### src/rtl/uart_flag_consts.vh
/*
 * Constants for the uart status-flag block: register byte offsets,
 * field positions, reset values and idle-detect bit counts.
 * Assumes a 32-bit AHB-Lite bus with one register per aligned word.
 */
`ifndef UART_FLAG_CONSTS_VH
`define UART_FLAG_CONSTS_VH

// ************************************************
// register byte offsets
// ************************************************
`define OFF_CONTROL_ONE 8'h00
`define OFF_CONTROL_TWO 8'h04
`define OFF_STATUS_ONE 8'h08
`define OFF_CONTROL_THREE 8'h0c
`define OFF_DATA 8'h10

// ************************************************
// field positions
// ************************************************
`define C1_NINE_BIT 4
`define C1_IDLE_SEL 2
`define C1_PARITY_EN 1
`define C2_RX_IRQ_EN 5
`define C2_TX_EN 3
`define C2_SEND_BREAK 0
`define C3_RX_NINTH 7
`define S1_TX_BUFFER_EMPTY_FLAG 7
`define S1_TC 6
`define S1_RX_BUFFER_FULL_FLAG 5
`define S1_IDLE 4
`define S1_OR 3
`define S1_NF 2
`define S1_FE 1
`define S1_PF 0

// ************************************************
// reset values and idle counts
// ************************************************
`define STATUS_RESET 8'hc0
`define CONTROL_RESET 8'h00
`define IDLE_BITS_EIGHT 4'ha
`define IDLE_BITS_NINE 4'hb

`endif

### src/rtl/uart_status_flag_logic.v
/*
 * Status-flag logic of a uart: eight read-only flags, their set events
 * and their read-then-access clearing sequences, behind an AHB-Lite
 * register slave.
 * Assumes the shifters, baud generator and sampler live outside and
 * report through one-cycle strobes synchronous to hclk; every bus
 * access is a single whole-word transfer.
 */
`include "uart_flag_consts.vh"
`default_nettype none

module uart_status_flag_logic (
  input wire hclk,
  input wire hresetn,
  input wire hsel,
  input wire [31:0] haddr,
  input wire [1:0] htrans,
  input wire hwrite,
  input wire [2:0] hsize,
  input wire [31:0] hwdata,
  input wire hready,
  output reg [31:0] hrdata,
  output reg hreadyout,
  output reg hresp,
  input wire tx_load_strobe,
  input wire tx_busy,
  input wire rx_char_strobe,
  input wire [8:0] rx_char_data,
  input wire rx_noise,
  input wire rx_stop_low,
  input wire rx_parity_mismatch,
  input wire rx_bit_tick,
  input wire rx_line,
  input wire rx_start_end,
  input wire rx_stop_end,
  output reg [7:0] tx_data,
  output reg tx_data_valid,
  output reg preamble_request,
  output reg send_break_bit,
  output reg tx_enable,
  output reg nine_bit_mode,
  output reg idle_count_select,
  output reg parity_enable,
  output reg rx_full_irq
);

  // ************************************************
  // helpers
  // ************************************************
  function hit;
    input [31:0] addr;
    input [7:0] off;
    begin
      hit = (addr[31:8] == 24'h000000) && (addr[7:0] == off);
    end
  endfunction

  // ************************************************
  // bus address and data phase
  // ************************************************
  wire addr_take;
  wire rd_take;
  reg wr_pend_reg;
  reg [31:0] wr_addr_reg;
  wire wr_data;
  wire rd_status;
  wire rd_data;
  wire rd_c3;
  wire wr_c1;
  wire wr_c2;
  wire wr_dreg;

  // hsize is not checked: only whole-word transfers are expected
  assign addr_take = hsel && htrans[1] && hready;
  assign rd_take = addr_take && !hwrite;
  assign wr_data = wr_pend_reg;
  assign rd_status = rd_take && hit(haddr, `OFF_STATUS_ONE);
  assign rd_data = rd_take && hit(haddr, `OFF_DATA);
  assign rd_c3 = rd_take && hit(haddr, `OFF_CONTROL_THREE);
  assign wr_c1 = wr_data && hit(wr_addr_reg, `OFF_CONTROL_ONE);
  assign wr_c2 = wr_data && hit(wr_addr_reg, `OFF_CONTROL_TWO);
  assign wr_dreg = wr_data && hit(wr_addr_reg, `OFF_DATA);

  always @(posedge hclk or negedge hresetn) begin
    if (!hresetn) begin
      wr_pend_reg <= 1'b0;
      wr_addr_reg <= 32'h00000000;
      hreadyout <= 1'b1;
      hresp <= 1'b0;
    end else begin
      wr_pend_reg <= addr_take && hwrite;
      if (addr_take && hwrite) begin
        wr_addr_reg <= haddr;
      end
      hreadyout <= 1'b1;
      hresp <= 1'b0;
    end
  end

  // ************************************************
  // flag state
  // ************************************************
  reg tx_buffer_empty_flag_reg;
  reg tc_reg;
  reg rx_buffer_full_flag_reg;
  reg idle_reg;
  reg or_reg;
  reg nf_reg;
  reg fe_reg;
  reg pf_reg;
  reg [7:0] arm_reg;
  reg rd_d_seen_reg;
  reg rd_c3_seen_reg;
  reg [7:0] rx_data_reg;
  reg rx_ninth_bit;
  reg rx_full_irq_enable;
  wire [7:0] status_now;
  wire rx_accept;
  wire rx_overrun;
  wire te_rise;
  wire sbk_write;
  wire idle_hit;
  wire rx_buffer_full_flag_clear;
  wire d_done;
  wire c3_done;

  assign status_now = {tx_buffer_empty_flag_reg, tc_reg, rx_buffer_full_flag_reg, idle_reg,
                       or_reg, nf_reg, fe_reg, pf_reg};
  assign rx_accept = rx_char_strobe && !rx_buffer_full_flag_reg;
  assign rx_overrun = rx_char_strobe && rx_buffer_full_flag_reg;
  assign te_rise = wr_c2 && hwdata[`C2_TX_EN] && !tx_enable;
  assign sbk_write = wr_c2 && hwdata[`C2_SEND_BREAK];
  assign d_done = rd_data || rd_d_seen_reg;
  assign c3_done = rd_c3 || rd_c3_seen_reg;
  assign rx_buffer_full_flag_clear = arm_reg[`S1_RX_BUFFER_FULL_FLAG] &&
                      (nine_bit_mode ? (d_done && c3_done) : rd_data);

  // ************************************************
  // flag set and clear; a set in the same cycle wins, except for tc, whose clear wins
  // ************************************************
  always @(posedge hclk or negedge hresetn) begin
    if (!hresetn) begin
      tx_buffer_empty_flag_reg <= 1'b1;
      tc_reg <= 1'b1;
      rx_buffer_full_flag_reg <= 1'b0;
      idle_reg <= 1'b0;
      or_reg <= 1'b0;
      nf_reg <= 1'b0;
      fe_reg <= 1'b0;
      pf_reg <= 1'b0;
    end else begin
      if (tx_load_strobe) begin
        tx_buffer_empty_flag_reg <= 1'b1;
      end else if (wr_dreg && arm_reg[`S1_TX_BUFFER_EMPTY_FLAG]) begin
        tx_buffer_empty_flag_reg <= 1'b0;
      end
      // a queuing write is activity already, or the set would beat its clear
      // quiet transmitter
      if (tx_buffer_empty_flag_reg && !tx_busy && !preamble_request && !send_break_bit &&
          !wr_dreg && !te_rise && !sbk_write) begin
        tc_reg <= 1'b1;
      end else if (arm_reg[`S1_TC] && (wr_dreg || te_rise || sbk_write)) begin
        tc_reg <= 1'b0;
      end
      if (rx_accept) begin
        rx_buffer_full_flag_reg <= 1'b1;
      end else if (rx_buffer_full_flag_clear) begin
        rx_buffer_full_flag_reg <= 1'b0;
      end
      if (idle_hit) begin
        idle_reg <= 1'b1;
      end else if (arm_reg[`S1_IDLE] && rd_data) begin
        idle_reg <= 1'b0;
      end
      if (rx_overrun) begin
        or_reg <= 1'b1;
      end else if (arm_reg[`S1_OR] && rd_data) begin
        or_reg <= 1'b0;
      end
      if (rx_accept && rx_noise) begin
        nf_reg <= 1'b1;
      end else if (arm_reg[`S1_NF] && rd_data) begin
        nf_reg <= 1'b0;
      end
      if (rx_accept && rx_stop_low) begin
        fe_reg <= 1'b1;
      end else if (arm_reg[`S1_FE] && rd_data) begin
        fe_reg <= 1'b0;
      end
      if (rx_accept && parity_enable && rx_parity_mismatch) begin
        pf_reg <= 1'b1;
      end else if (arm_reg[`S1_PF] && rd_data) begin
        pf_reg <= 1'b0;
      end
    end
  end

  // ************************************************
  // clear arming
  // ************************************************
  reg [7:0] set_ev;
  reg [7:0] done_ev;

  always @* begin
    set_ev = 8'h00;
    set_ev[`S1_TX_BUFFER_EMPTY_FLAG] = tx_load_strobe;
    set_ev[`S1_TC] = !tc_reg;
    set_ev[`S1_RX_BUFFER_FULL_FLAG] = rx_accept;
    set_ev[`S1_IDLE] = idle_hit;
    set_ev[`S1_OR] = rx_overrun;
    set_ev[`S1_NF] = rx_accept && rx_noise;
    set_ev[`S1_FE] = rx_accept && rx_stop_low;
    set_ev[`S1_PF] = rx_accept && rx_parity_mismatch;
    done_ev = 8'h00;
    done_ev[`S1_TX_BUFFER_EMPTY_FLAG] = wr_dreg;
    done_ev[`S1_TC] = wr_dreg || te_rise || sbk_write;
    done_ev[`S1_RX_BUFFER_FULL_FLAG] = rx_buffer_full_flag_clear;
    done_ev[`S1_IDLE] = rd_data;
    done_ev[`S1_OR] = rd_data;
    done_ev[`S1_NF] = rd_data;
    done_ev[`S1_FE] = rd_data;
    done_ev[`S1_PF] = rd_data;
  end

  // arm on status read, disarm on new set
  always @(posedge hclk or negedge hresetn) begin
    if (!hresetn) begin
      arm_reg <= 8'h00;
      rd_d_seen_reg <= 1'b0;
      rd_c3_seen_reg <= 1'b0;
    end else begin
      if (rd_status) begin
        // noise and parity arm without seeing a set flag
        arm_reg <= (status_now | 8'h05) & ~set_ev;
      end else begin
        arm_reg <= arm_reg & ~set_ev & ~done_ev;
      end
      if (rd_status || rx_accept || rx_buffer_full_flag_clear) begin
        rd_d_seen_reg <= 1'b0;
        rd_c3_seen_reg <= 1'b0;
      end else if (arm_reg[`S1_RX_BUFFER_FULL_FLAG]) begin
        rd_d_seen_reg <= d_done;
        rd_c3_seen_reg <= c3_done;
      end
    end
  end

  // ************************************************
  // idle line detection
  // ************************************************
  reg idle_armed_reg;
  reg counting_reg;
  reg [3:0] idle_cnt_reg;
  wire [3:0] idle_need;
  wire [3:0] idle_cnt_next;

  assign idle_need = nine_bit_mode ? `IDLE_BITS_NINE : `IDLE_BITS_EIGHT;
  assign idle_cnt_next = rx_line ? (idle_cnt_reg + 4'h1) : 4'h0;
  assign idle_hit = counting_reg && idle_armed_reg && rx_bit_tick &&
                    (idle_cnt_next == idle_need);

  always @(posedge hclk or negedge hresetn) begin
    if (!hresetn) begin
      idle_armed_reg <= 1'b0;
      counting_reg <= 1'b0;
      idle_cnt_reg <= 4'h0;
    end else begin
      if (rx_accept) begin
        idle_armed_reg <= 1'b1;
      end else if (idle_hit) begin
        idle_armed_reg <= 1'b0;
      end
      // count from end of start bit
      if (rx_start_end) begin
        counting_reg <= !idle_count_select;
        idle_cnt_reg <= 4'h0;
      // count from end of stop bit
      end else if (rx_stop_end && idle_count_select) begin
        counting_reg <= 1'b1;
        idle_cnt_reg <= 4'h0;
      end else if (idle_hit) begin
        counting_reg <= 1'b0;
        idle_cnt_reg <= 4'h0;
      end else if (counting_reg && rx_bit_tick) begin
        idle_cnt_reg <= idle_cnt_next;
      end
    end
  end

  // ************************************************
  // receive data and control registers
  // ************************************************
  always @(posedge hclk or negedge hresetn) begin
    if (!hresetn) begin
      rx_data_reg <= 8'h00;
      rx_ninth_bit <= 1'b0;
      nine_bit_mode <= 1'b0;
      idle_count_select <= 1'b0;
      parity_enable <= 1'b0;
      rx_full_irq_enable <= 1'b0;
      tx_enable <= 1'b0;
      send_break_bit <= 1'b0;
      preamble_request <= 1'b0;
      tx_data <= 8'h00;
      tx_data_valid <= 1'b0;
      rx_full_irq <= 1'b0;
    end else begin
      // the new character is dropped on overrun
      if (rx_accept) begin
        rx_data_reg <= rx_char_data[7:0];
        // ninth bit kept for control three
        rx_ninth_bit <= rx_char_data[8];
      end
      if (wr_c1) begin
        nine_bit_mode <= hwdata[`C1_NINE_BIT];
        idle_count_select <= hwdata[`C1_IDLE_SEL];
        parity_enable <= hwdata[`C1_PARITY_EN];
      end
      if (wr_c2) begin
        rx_full_irq_enable <= hwdata[`C2_RX_IRQ_EN];
        tx_enable <= hwdata[`C2_TX_EN];
        send_break_bit <= hwdata[`C2_SEND_BREAK];
      end
      // held until the transmitter starts, so completion stays low
      if (te_rise) begin
        preamble_request <= 1'b1;
      end else if (tx_busy) begin
        preamble_request <= 1'b0;
      end
      if (wr_dreg) begin
        tx_data <= hwdata[7:0];
        tx_data_valid <= 1'b1;
      end else if (tx_load_strobe) begin
        tx_data_valid <= 1'b0;
      end
      rx_full_irq <= rx_full_irq_enable &&
                     (rx_accept || (rx_buffer_full_flag_reg && !rx_buffer_full_flag_clear));
    end
  end

  // ************************************************
  // read data, captured at address acceptance
  // ************************************************
  reg [31:0] rd_value;

  always @* begin
    rd_value = 32'h00000000;
    if (hit(haddr, `OFF_CONTROL_ONE)) begin
      rd_value[`C1_NINE_BIT] = nine_bit_mode;
      rd_value[`C1_IDLE_SEL] = idle_count_select;
      rd_value[`C1_PARITY_EN] = parity_enable;
    end else if (hit(haddr, `OFF_CONTROL_TWO)) begin
      rd_value[`C2_RX_IRQ_EN] = rx_full_irq_enable;
      rd_value[`C2_TX_EN] = tx_enable;
      rd_value[`C2_SEND_BREAK] = send_break_bit;
    end else if (hit(haddr, `OFF_STATUS_ONE)) begin
      rd_value[7:0] = status_now;
    end else if (hit(haddr, `OFF_CONTROL_THREE)) begin
      rd_value[`C3_RX_NINTH] = rx_ninth_bit;
    end else if (hit(haddr, `OFF_DATA)) begin
      rd_value[7:0] = rx_data_reg;
    end
  end

  always @(posedge hclk or negedge hresetn) begin
    if (!hresetn) begin
      hrdata <= 32'h00000000;
    end else if (rd_take) begin
      hrdata <= rd_value;
    end
  end

endmodule // uart_status_flag_logic

`default_nettype wire

### config.mk
export PLATFORM = sky130hd
export DESIGN_NAME = uart_status_flag_logic
export DESIGN_NICKNAME = d
export VERILOG_FILES = /design/src/rtl/uart_status_flag_logic.v
export VERILOG_INCLUDE_DIRS = /design/src /design/src/rtl
export SDC_FILE = /design/constraint.sdc
export NUM_CORES = 1
export LEC_CHECK = 0
export ABC_CLOCK_PERIOD_IN_PS = 1780
export BUFFER_PORTS_ARGS = -buffer_cell sky130_fd_sc_hd__buf_2
export CORE_ASPECT_RATIO = 1.25
export CORE_MARGIN = 10
export CORE_UTILIZATION = 46
export CTS_BUF_LIST = sky130_fd_sc_hd__clkbuf_16
export DETAILED_ROUTE_END_ITERATION = 8
export GPL_TIMING_DRIVEN = 0
export PLACE_DENSITY = 0.76
export SLEW_MARGIN = 30
export SYNTH_ARGS = -nofsm -noshare
export SYNTH_HDL_FRONTEND = slang
export SYNTH_SLANG_ARGS = --single-unit
### constraint.sdc
create_clock -name hclk -period 1.78 [get_ports hclk]
set_input_delay 0.178 -clock hclk [delete_from_list [all_inputs] [get_ports hclk]]
set_output_delay 0.178 -clock hclk [all_outputs]
set_load 0.05 [all_outputs]
# Word-level counts from Yosys, hierarchy flattened
# Index checks and enable logic that the tools add are counted.
[word_totals]
out_inout_bits = 50
elab_cells = 180
ff_bits = 91
in_bits = 93
[classes]
n_addsub = 1
bitwise = 5
n_eq_ne = 7
n_mux = 51
reduce_logical = 87
[op_table]
columns = ["op", "count"]
rows = [
  ["$logic_and 1x1->1", 50],
  ["$logic_not 24->1", 2],
  ["$mux 1", 38],
  ["$and 8x8->8", 3],
  ["$mux 8", 3],
  ["$reduce_bool 2->1", 12],
  ["$mux 4", 5],
  ["$eq 8x3->1 const B", 2],
  ["$eq 8x4->1 const B", 2],
  ["$eq 8x5->1 const B", 2],
  ["$logic_not 8->1", 2],
  ["$not 8->8", 2],
  ["$logic_not 1->1", 12],
  ["$logic_or 1x1->1", 7],
  ["$mux 7", 1],
  ["$mux 2", 3],
  ["$add 4x1->4 const B", 1],
  ["$eq 4x4->1", 1],
  ["$reduce_bool 4->1", 1],
  ["$mux 3", 1],
  ["$reduce_bool 3->1", 1],
]

# Depth between registers and ports, before layout
# Gate-level depths: netlist of the first run.
[logic_depth]
ltp_word = 12
mapped_depth = 7
ltp_nobuf = 6

# Worst setup path after synthesis of the first run
# Ideal clock, no wire load.
[synth_timing]
path_kind = "reg-to-reg"
startpoint = "register wr_addr_reg[18]"
endpoint = "register tx_data[1]"
arrival_time_ps = 1622
path_stages_with_launch = 6
setup_ps = 127
t_required_ps = 1653
setup_slack_ps = 30
path_buffers = 1
synth_period_minus_slack_ps = 1750
cell_sequence = "dfrtp_1 nor4_1 nand4_1 nor3_2 buf_6 mux2_1"
[synth_via]
elab_chain_cells = 3
[synth_rtl]
columns = ["element", "line", "source"]
rows = [
  ["start, declared", "uart_status_flag_logic.v:64", "reg [31:0] wr_addr_reg;"],
  ["start signal, assigned", "uart_status_flag_logic.v:93", "wr_addr_reg <= haddr;"],
  ["$logic_not 24->1", "uart_status_flag_logic.v:54", "hit = (addr[31:8] == 24'h000000) && (addr[7:0] == off);"],
  ["$logic_and 1x1->1", "uart_status_flag_logic.v:54", ""],
  ["$logic_and 1x1->1", "uart_status_flag_logic.v:82", "assign wr_dreg = wr_data && hit(wr_addr_reg, `OFF_DATA);"],
  ["end signal, assigned", "uart_status_flag_logic.v:331", "tx_data <= hwdata[7:0];"],
  ["end, declared", "uart_status_flag_logic.v:36", "output reg [7:0] tx_data,"],
]
# No other way between the ends.
# A chain may end at the register's enable or synchronous reset.

# Worst setup path after layout of the first run
[layout_timing]
startpoint = "register wr_addr_reg[22]"
endpoint = "register idle_count_select"
[layout_via]
elab_chain_cells = 3
[layout_rtl]
columns = ["element", "line", "source"]
rows = [
  ["$logic_not 24->1", "uart_status_flag_logic.v:54", ""],
  ["$logic_and 1x1->1", "uart_status_flag_logic.v:54", ""],
  ["$logic_and 1x1->1", "uart_status_flag_logic.v:80", "assign wr_c1 = wr_data && hit(wr_addr_reg, `OFF_CONTROL_ONE);"],
  ["end signal, assigned", "uart_status_flag_logic.v:316", "idle_count_select <= hwdata[`C1_IDLE_SEL];"],
  ["end, declared", "uart_status_flag_logic.v:42", "output reg idle_count_select,"],
]
# No other way between the ends.

==> flow_summary.yaml, run 1 <==
detailed_routing:
  routed_wl_um: 11700
  detail_route.drc_violations: 0
  routedWlPerCell_um: 16.72
  dr.pass1.iters: 4
  detailroute.via_count: 3693
  postRouteAntennaNets: 0
  avgViaCountPerCell: 5.276
  starting_drt_drc_count: 134
clock_network:
  cts_tree: "yes"
  number_of_levels_the_h_tree_was_split_into: 3
  cts_num_sinks: 91
  ctsRootBufferMaster: "clkbuf_16"
  bufs_on_longest_clock_path: 2
  clk_pin_slew_worst_paths_ns: 0.06
  cts-buffers-inserted: 9
  clock_latency_ns: 0.34
timing:
  max_clock_freq_ghz: 0.5436
  finalWorstSetupSlack_ns: -0.05955
  relSlewSlack_pct: 62.91
  grt_setup_unrepaired: "yes"
  number_of_setup_violations_in_the_final_report: 11
  timing.final.hold_violations: 0
  slew_violations: 0
  final.min_clock_period_ns: 1.840
  tightest_slew_ns: 0.5543
  fin_worst_skew_ns: 0.008025
  min_period_over_period_pct: 103.3
  timing.setup.tns_ns: -0.3140
floorplan:
  top_level_ports: 143
  dieArea_um2: 14010
  num_rows: 40
  start_util_pct: 46.71
  floorplan.core_area_um2: 9509
  dieHeight_um: 129.9
  chipWidth_um: 107.9
place:
  io_buffer_count: 88
  dp_hpwl_um: 9005
  place.gp.congestion: 0.8910
finish:
  nFillCells: 844
  diodes: 0
  multi_input_area_um2: 2053
  largest_register_ff_count: 32
  syn2layout_area_growth_pct: 26.76
  layout.area.seq_um2: 2281
  postLayoutCoreUtil_pct: 59.21
  drive_above_1_share_pct: 34.84
  finalNetCount: 663
logic_synthesis:
  yosysSeqAreaShare_pct: 51.32
  async_reset_ff_share_pct: 100.0
  ys_ff_latch: 91
  ys.flop_type: "dfrtp_1"
  syn-mean-instance-area_um2: 10.14
  synth.yosys.warnings: 0
  synth.lib_cells_used.distinct: 61
  synth_cells: 438
  syn-cell-area_um2: 4442
  synth_edf_count: 0
worst_setup_path:
  crit_path_start_kind: "flip-flop"
  critical_setup_path_class: "reg2reg"
  critical_path.endpoint_type: "flip-flop"
  worst_ep_required_time_ns: 2.01
  crit_start: "wr_addr_reg[22]"
  cp_top_family: "simple AND/OR/NAND/NOR gates"
  cpMaxStageDelayCell: "dfrtp_1"
  critical_path.n_buffers_inverters: 2
  reg2reg_depth: 6
  worstPathCellList: "nor4_2 > nand4_1 > buf_6 > buf_12 > nor4_4 > mux2_2"
  worst-endpoint-arrival_ns: 2.06
  longest_individual_stage_delay_on_the_worst_path_ns: 0.39
  worst_path_maximum_fanout: 3
  reg2reg_from: "wr_addr_reg[22]"
  critical_path.reg2reg.endpoint: "idle_count_select"
  rrSetupSlack_ns: -0.06
run:
  max_cap_viol_count: 0
global_routing:
  grt_pass1_wl_um: 18820
  antenna_found_initial: 0
  grt_remaining_overflow: 0
  gr-usage-all-layers_pct: 16.87
  grt_start_max_net_pins: 63
  vias_in_the_first_global_route: 3903
min_path:
  holdCritStartpoint: "rx_noise"
  whs_path_depth: 2
  hold_path_end: "arm_reg[2]"
  timing.hold.worst.class: "in2reg"
outcome:
  run_status: "finished, violations left"
  violations_in_the_final_reports: "setup timing"
power_and_ir_drop:
  power_per_cell_area_nw_per_um2: 857.8
  peakVddDrop_uv: 556.7
  total_power_draw_mw: 4.830
  p_leak_nw: 2.894
kinds of logic (layout without fill, tap and decap cells):
family | after synthesis | count (layout) | synth area share (%)
AO/OA/AOI/OAI | 67 | 67 | 10.42
XOR/XNOR | 1 | 1 | 0.1972
adder cells (fa/ha/maj) | 1 | 1 | 0.2816
buffers and inverters | 47 | 159 | 6.986
flip-flops | 91 | 91 | 51.32
multiplexers | 24 | 24 | 6.028
other | 2 | 26 | 0.1691
AND/OR/NAND/NOR | 205 | 205 | 24.59
per-layer routing:
layer | GRT usage, % | routed length [um] | up-vias
met3 | 3.601 | 643 | 12
met1 | 18.89 | 4835 | 1813
met2 | 30.34 | 6059 | 123
li1 | - | - | 1745
met4 | 6.772 | 163 | 0
met5 | 0 | 0 | -
worst max path at each step:
stage,endpoint,slack [ns],cells after the start
2_1_floorplan,tx_data[1],0.03,5
3_3_place_gp,tx_data[3],-0.26,5
3_5_place_dp,tx_data[2],-0.26,5
4_1_cts,tx_data[2],-0.05,6
5_1_grt,tx_data[5],-0.17,6
6_report,idle_count_select,-0.06,6
placed cells by master (no fill, tap or decap), types with 5 or more instances in the layout:
cell type / netlist / layout
nor4_1: 10 / 6
nand3_1: 11 / 11
buf_2: 2 / 88
o21ai_0: 16 / 14
inv_1: 6 / 9
clkbuf_1: 6 / 6
nand2_1: 123 / 121
mux2_4: 0 / 7
buf_4: 29 / 33
nand4_1: 6 / 6
a21oi_1: 15 / 14
nor4_2: 4 / 8
conb_1: 2 / 26
mux2_2: 15 / 11
dfrtp_1: 89 / 88
a21o_1: 5 / 5
nor2b_1: 6 / 6
buf_6: 3 / 5
clkbuf_16: 0 / 9
nor2_1: 9 / 9
power breakdown:
| group | switching (mW) | leakage [nW] | internal [mW] |
|---|---|---|---|
| Clock | 0.755 | 0.150 | 1.06 |
| Combinational | 0.390 | 1.57 | 0.246 |
| Sequential | 0.132 | 1.17 | 2.24 |
| Total | 1.28 | 2.89 | 3.55 |
final cells by class:
type	instances	share of cell area [%]
repair buffers	96	9.689
flip-flops and latches	91	40.51
well taps	126	2.800
multi-input cells	324	36.47
clock inverters	7	0.9778
plain buffers	41	5.156
clock buffers	9	4.000
inverters	6	0.4000
repair_timing:
| action | CTS | global route |
|---|---|---|
| setup endpoints to repair | 17 | 24 |
| gates resized for setup | 6 | 22 |
| pin swaps | 2 | 3 |
| hold endpoints to repair | 29 | 0 |
| hold buffers | 1 | 0 |
| buffers inserted | 5 | 2 |
through the flow:
step / instance area, um^2 / hold slack (ns) / std cells / setup WS (ns)
global route: 5630 / 0.02004 / 700 / -0.1743
detailed placement: 5164 / 0.07095 / 677 / -0.2647
floorplan: 4532 / -0.1176 / 462 / 0.03042
finish: 5630 / 0.02673 / 700 / -0.05955
global placement: 5130 / 0.3724 / 676 / -0.2624
CTS: 5539 / 0.01697 / 699 / -0.05023
synth_stat cells (2+ instances only):
cell	n	area share, %
nand2_1	123	10
dfrtp_1	89	50
buf_4	29	4.9
o21ai_0	16	1.8
a21oi_1	15	1.7
mux2_2	15	3.8
nand3_1	11	1.2
nor4_1	10	1.4
nor2_1	9	0.76
mux2_1	7	1.8
clkbuf_1	6	0.51
inv_1	6	0.51
nand4_1	6	0.85
nor2b_1	6	0.85
a21o_1	5	0.85
a221oi_1	4	0.79
a31oi_1	4	0.56
and3_1	4	0.56
nor3_1	4	0.45
nor4_2	4	1.1
a22o_1	3	0.59
a32o_1	3	0.68
and4_4	3	0.76
buf_6	3	0.76
nand2b_1	3	0.42
nor4_4	3	1.4
a22oi_1	2	0.34
a22oi_2	2	0.56
a2bb2oi_1	2	0.39
and2_1	2	0.28
and4_1	2	0.39
buf_2	2	0.23
conb_1	2	0.17
dfstp_2	2	1.2
mux2i_1	2	0.45
nand3b_1	2	0.34
nor3_2	2	0.45
nor3b_2	2	0.56
(Power assumes the default switching activity.)
==> run 2: changes to the inputs <==
--- a/config.mk
+++ b/config.mk
@@ -7,7 +7,7 @@
 export NUM_CORES = 1
 export LEC_CHECK = 0
 export ABC_CLOCK_PERIOD_IN_PS = 1780
-export BUFFER_PORTS_ARGS = -buffer_cell sky130_fd_sc_hd__buf_2
+export BUFFER_PORTS_ARGS = -buffer_cell sky130_fd_sc_hd__buf_4
 export CORE_ASPECT_RATIO = 1.25
 export CORE_MARGIN = 10
 export CORE_UTILIZATION = 46
==> run 2 against run 1 <==
Effect of this change: the run still ends with setup timing left; critical path depth down 1; via count down 0.95%; flip-flop and latch count is the same; final area rose by 3.3%; sequential power is essentially flat; final cell count increased by 0.43%; global-route usage grew 0.13 points; worst setup slack worse by 0.023 ns; critical endpoint unchanged.
==> flow_summary.yaml, run 2 (synthesis gave the netlist of run 1 again) <==
outcome:
  violations_in_the_final_reports: "setup timing"
  run_status: "finished, violations left"
timing:
  tightest_slew_ns: 0.8064
  timing.final.hold_violations: 0
  min_period_over_period_pct: 104.6
  max_clock_freq_ghz: 0.5369
  final.min_clock_period_ns: 1.863
  number_of_setup_violations_in_the_final_report: 15
  finalWorstSetupSlack_ns: -0.08265
  slew_violations: 0
  relSlewSlack_pct: 46.24
  fin_worst_skew_ns: 0.007303
  final.hold.worst_slack_ns: 0.008721
  grt_setup_unrepaired: "yes"
detailed_routing:
  routed_wl_um: 11750
  postRouteAntennaNets: 0
  starting_drt_drc_count: 138
  dr.pass1.iters: 5
  avgViaCountPerCell: 5.203
  routedWlPerCell_um: 16.71
  detailroute.via_count: 3658
  detail_route.drc_violations: 0
power_and_ir_drop:
  peakVddDrop_uv: 557.5
  power_per_cell_area_nw_per_um2: 807.8
  power_switching_mw: 1.258
  seq_power_share_pct: 50.6
  combinationalPowerShare_pct: 14.4
  power.share.switching_pct: 26.77
  total_power_draw_mw: 4.698
  share_clk_of_total_power_pct: 35.0
  internal_power_mw: 3.440
  p_leak_nw: 2.940
global_routing:
  grt_start_max_net_pins: 92
  vias_in_the_first_global_route: 3932
  grt_pass1_wl_um: 19090
  gr-usage-all-layers_pct: 17.00
  antenna_found_initial: 0
  grt_remaining_overflow: 0
finish:
  diodes: 0
  final_cell_count_no_fill: 703
  drive_above_1_share_pct: 34.49
  finalNetCount: 666
  nFillCells: 842
  multi_input_area_um2: 2047
  final_cell_mix: "nand2_1, buf_4, dfrtp_1"
  largest_register_ff_count: 32
  postLayoutCoreUtil_pct: 61.16
  syn2layout_area_growth_pct: 30.93
  layout.area.seq_um2: 2280
floorplan:
  floorplan.core_area_um2: 9509
  chipWidth_um: 107.9
  dieArea_um2: 14010
  top_level_ports: 143
  num_rows: 40
  start_util_pct: 46.71
  dieHeight_um: 129.9
worst_setup_path:
  critical_setup_path_class: "reg2reg"
  worst_path_maximum_fanout: 3
  crit_path_start_kind: "flip-flop"
  critical_path.endpoint_type: "flip-flop"
  longest_individual_stage_delay_on_the_worst_path_ns: 0.39
  worstPathCellList: "nor4_2 > nand4_1 > buf_6 > nor4_4 > mux2_2"
  worst-endpoint-arrival_ns: 2.09
  worst_ep_required_time_ns: 2.01
  cpMaxStageDelayCell: "dfrtp_1"
clock_network:
  clock_latency_ns: 0.34
  bufs_on_longest_clock_path: 2
  ctsRootBufferMaster: "clkbuf_16"
  cts_num_sinks: 91
  cts-buffers-inserted: 9
  clk_pin_slew_worst_paths_ns: 0.06
  cts_tree: "yes"
  number_of_levels_the_h_tree_was_split_into: 3
place:
  io_buffer_count: 88
  pre_cts_ws_ns: -0.2990
  dpl.cell_count: 676
  dp_hpwl_um: 8985
  place.gp.congestion: 0.8822
min_path:
  timing.hold.worst.class: "in2reg"
run:
  max_cap_viol_count: 0
[run 2: layout make-up]
type                    count  area share [%]
clock inverters             7          0.4518
flip-flops and latches     91           39.20
clock buffers               9           3.873
multi-input cells         324           35.20
repair buffers             99           13.15
well taps                 126           2.711
plain buffers              41           5.034
inverters                   6          0.3873
[run 2: metrics by stage]
step | setup TNS [ns] | cell area (um^2)
after floorplan | 0 | 4532
after global placement | -3.486 | 5350
after detailed placement | -4.239 | 5354
after CTS | -1.135 | 5718
after global routing | -2.497 | 5816
final | -0.8139 | 5816
[run 2: path summary, 6_finish.rpt]
check	end	from	slack [ns]	depth (start not counted)
worst min-delay path	arm_reg[7]	tx_load_strobe	0.009	2
max in group asynchronous	hrdata[0]	hresetn	0.77	2
worst min register to register	tc_reg	arm_reg[6]	0.43	1
worst max register to register	idle_count_select	wr_addr_reg[18]	-0.08	5
min in group asynchronous	wr_addr_reg[15]	hresetn	0.48	2
worst max-delay path	idle_count_select	wr_addr_reg[18]	-0.08	5
[run 2: worst max-delay path: cells and delay by family (launching register included)]
kind / cells / cell delay, ns
buf+inv: 1 / 0.20
flops: 1 / 0.39
mux: 1 / 0.38
simple gates: 3 / 0.78
[run 2: per-layer routing]
metal | part of all wire [%] | wire (um) | GRT usage, %
met4 | 1.5 | 175 | 5.984
met3 | 7.0 | 824 | 5.229
met2 | 52 | 6155 | 30.20
met1 | 39 | 4592 | 18.67
met5 | 0 | 0 | 0
[run 2: repair_timing]
item,CTS,global route
endpoints found under the hold margin,89,0
hold buffers,1,0
resized for setup,15,15
buffers inserted,4,5
setup endpoints to repair,18,25
gates cloned,1,0
pin swaps,7,9
[run 2: power by group through the flow]
stage,sequential [mW],clock [mW],combinational [mW]
after global routing,2.40,1.76,0.744
after floorplan,2.37,0,0.394
after CTS,2.37,1.67,0.660
final,2.38,1.64,0.675
after detailed placement,2.40,0,0.643
after global placement,2.38,0,0.624
==> run 3: changes to the inputs <==
--- a/config.mk
+++ b/config.mk
@@ -6,10 +6,11 @@
 export SDC_FILE = /design/constraint.sdc
 export NUM_CORES = 1
 export LEC_CHECK = 0
-export ABC_CLOCK_PERIOD_IN_PS = 1780
+export ABC_CLOCK_PERIOD_IN_PS = 1700
 export BUFFER_PORTS_ARGS = -buffer_cell sky130_fd_sc_hd__buf_4
+export CAP_MARGIN = 20
 export CORE_ASPECT_RATIO = 1.25
-export CORE_MARGIN = 10
+export CORE_MARGIN = 2
 export CORE_UTILIZATION = 46
 export CTS_BUF_LIST = sky130_fd_sc_hd__clkbuf_16
 export DETAILED_ROUTE_END_ITERATION = 8
==> constraint.sdc (replaced) <==
create_clock -name hclk -period 1.7 [get_ports hclk]
set_input_delay 0.17 -clock hclk [delete_from_list [all_inputs] [get_ports hclk]]
set_output_delay 0.17 -clock hclk [all_outputs]
set_load 0.05 [all_outputs]
==> run 3 against run 2 <==
Effect of this change: flip-flop and latch count unchanged; largest cell class unchanged; highest routed layer unchanged; the run still ends with setup timing left; worst hold slack improved by 0.0033 ns; global-route usage increased by 3.7 points.
==> flow_summary.yaml, run 3 (synthesis gave the netlist of run 1 again) <==
outcome:
  run_status: "finished, violations left"
  violations_in_the_final_reports: "setup timing"
global_routing:
  grt_pass1_wl_um: 17110
  grt_start_max_net_pins: 92
  gr-usage-all-layers_pct: 20.73
  antenna_found_initial: 0
  vias_in_the_first_global_route: 3573
  grt_remaining_overflow: 0
place:
  placedInstanceArea_um2: 5354
  place.gp.congestion: 0.8964
  io_buffer_count: 88
  dp_hpwl_um: 7971
floorplan:
  dieHeight_um: 113.9
  dieArea_um2: 10460
  chipWidth_um: 91.89
  floorplan.core_area_um2: 9509
  start_util_pct: 46.71
  top_level_ports: 143
  num_rows: 40
detailed_routing:
  routed_wl_um: 10780
  routedWlPerCell_um: 15.33
  avgViaCountPerCell: 5.172
  detail_route.drc_violations: 0
  detailroute.via_count: 3636
  dr.pass1.iters: 5
  postRouteAntennaNets: 0
  starting_drt_drc_count: 202
min_path:
  timing.hold.worst.class: "in2reg"
  holdCritStartpoint: "rx_parity_mismatch"
  whs_path_depth: 2
power_and_ir_drop:
  power_per_cell_area_nw_per_um2: 868.0
  total_power_draw_mw: 5.070
  peakVddDrop_uv: 543.5
  p_leak_nw: 2.951
timing:
  slew_violations: 0
  grt_setup_unrepaired: "yes"
  min_period_over_period_pct: 109.6
  timing.setup.tns_ns: -1.983
  timing.final.hold_violations: 0
  fin_worst_skew_ns: 0.008085
  relSlewSlack_pct: 45.55
  finalWorstSetupSlack_ns: -0.1628
  tightest_slew_ns: 0.8167
  max_clock_freq_ghz: 0.5368
  number_of_setup_violations_in_the_final_report: 16
  final.min_clock_period_ns: 1.863
worst_setup_path:
  critical_path.endpoint_type: "flip-flop"
  worst_ep_required_time_ns: 1.92
  crit_path_start_kind: "flip-flop"
  worst-endpoint-arrival_ns: 2.08
  worst_path_maximum_fanout: 5
  reg2reg_from: "wr_addr_reg[23]"
  crit_start: "wr_addr_reg[23]"
  critical_setup_path_class: "reg2reg"
  reg2reg_depth: 6
finish:
  largest_register_ff_count: 32
  stdcell_area_um2: 5841
  finalNetCount: 667
  drive_above_1_share_pct: 34.49
  syn2layout_area_growth_pct: 31.49
  final_common_cell: "buf_4"
  diodes: 0
  final_cell_mix: "buf_4, nand2_1, dfrtp_1"
clock_network:
  cts-buffers-inserted: 9
  cts_tree: "yes"
  ctsRootBufferMaster: "clkbuf_16"
  bufs_on_longest_clock_path: 2
  clock_latency_ns: 0.34
  cts_num_sinks: 91
  clk_pin_slew_worst_paths_ns: 0.06
  number_of_levels_the_h_tree_was_split_into: 3
run:
  max_cap_viol_count: 0
## run 3: final cells by class
type                    count  area [um^2]
fillers                   813         3669
flip-flops and latches     91         2280
multi-input cells         324         2032
repair buffers            101        784.5
plain buffers              40        289.0
clock buffers               9        225.2
well taps                 126        157.7
clock inverters             6        50.05
inverters                   6        22.52
## run 3: path summary, 6_finish.rpt
path | endpoint | slack (ns)
setup / recovery | tx_data[7] | -0.16
hold / removal | arm_reg[0] | 0.01
setup reg to reg | tx_data[7] | -0.16
hold reg to reg | tc_reg | 0.42
max in group asynchronous | idle_cnt_reg[1] | 0.69
min in group asynchronous | wr_addr_reg[12] | 0.47
## run 3: layer usage
layer,global-route usage (%),up-vias,wire [um],share of wire [%]
met3,2.708,16,552,5.1
li1,-,1756,-,-
met4,9.453,0,243,2.3
met5,0,-,0,0
met1,26.03,1736,4402,41
met2,35.78,128,5577,52
## run 3: critical path, cell delays in order (launching register included)
cell and delay, ns:
dfrtp_1 0.40, nor4_2 0.32, nand4_1 0.14, buf_6 0.17, nor3_4 0.24, buf_6 0.17
mux2_4 0.30
## run 3: report_power, final
| part | internal (mW) | switching [mW] |
|---|---|---|
| clock network | 1.11 | 0.772 |
| logic | 0.307 | 0.404 |
| registers | 2.35 | 0.131 |
## run 3: metrics by stage
| stage | cells | hold WS [ns] | utilization (%) | worst slack (ns) |
|---|---|---|---|---|
| after CTS | 698 | 0.005864 | 60.41 | -0.08706 |
| after floorplan | 462 | -0.1256 | - | -0.02731 |
| after global routing | 703 | 0.01829 | 61.42 | -0.2267 |
| final | 703 | 0.01207 | 61.42 | -0.1628 |
| after detailed placement | 676 | 0.2990 | 56.30 | -0.3461 |
| after global placement | 676 | 0.3487 | 56.26 | -0.3170 |
## run 3: repair_timing
action                                  CTS  global route
hold endpoints to repair                 91             0
gates cloned                              0             1
endpoints found under the setup margin   24            21
hold buffers                              3             0
resized for setup                        11            16
pin swaps                                 5             8
buffers inserted                          4             5
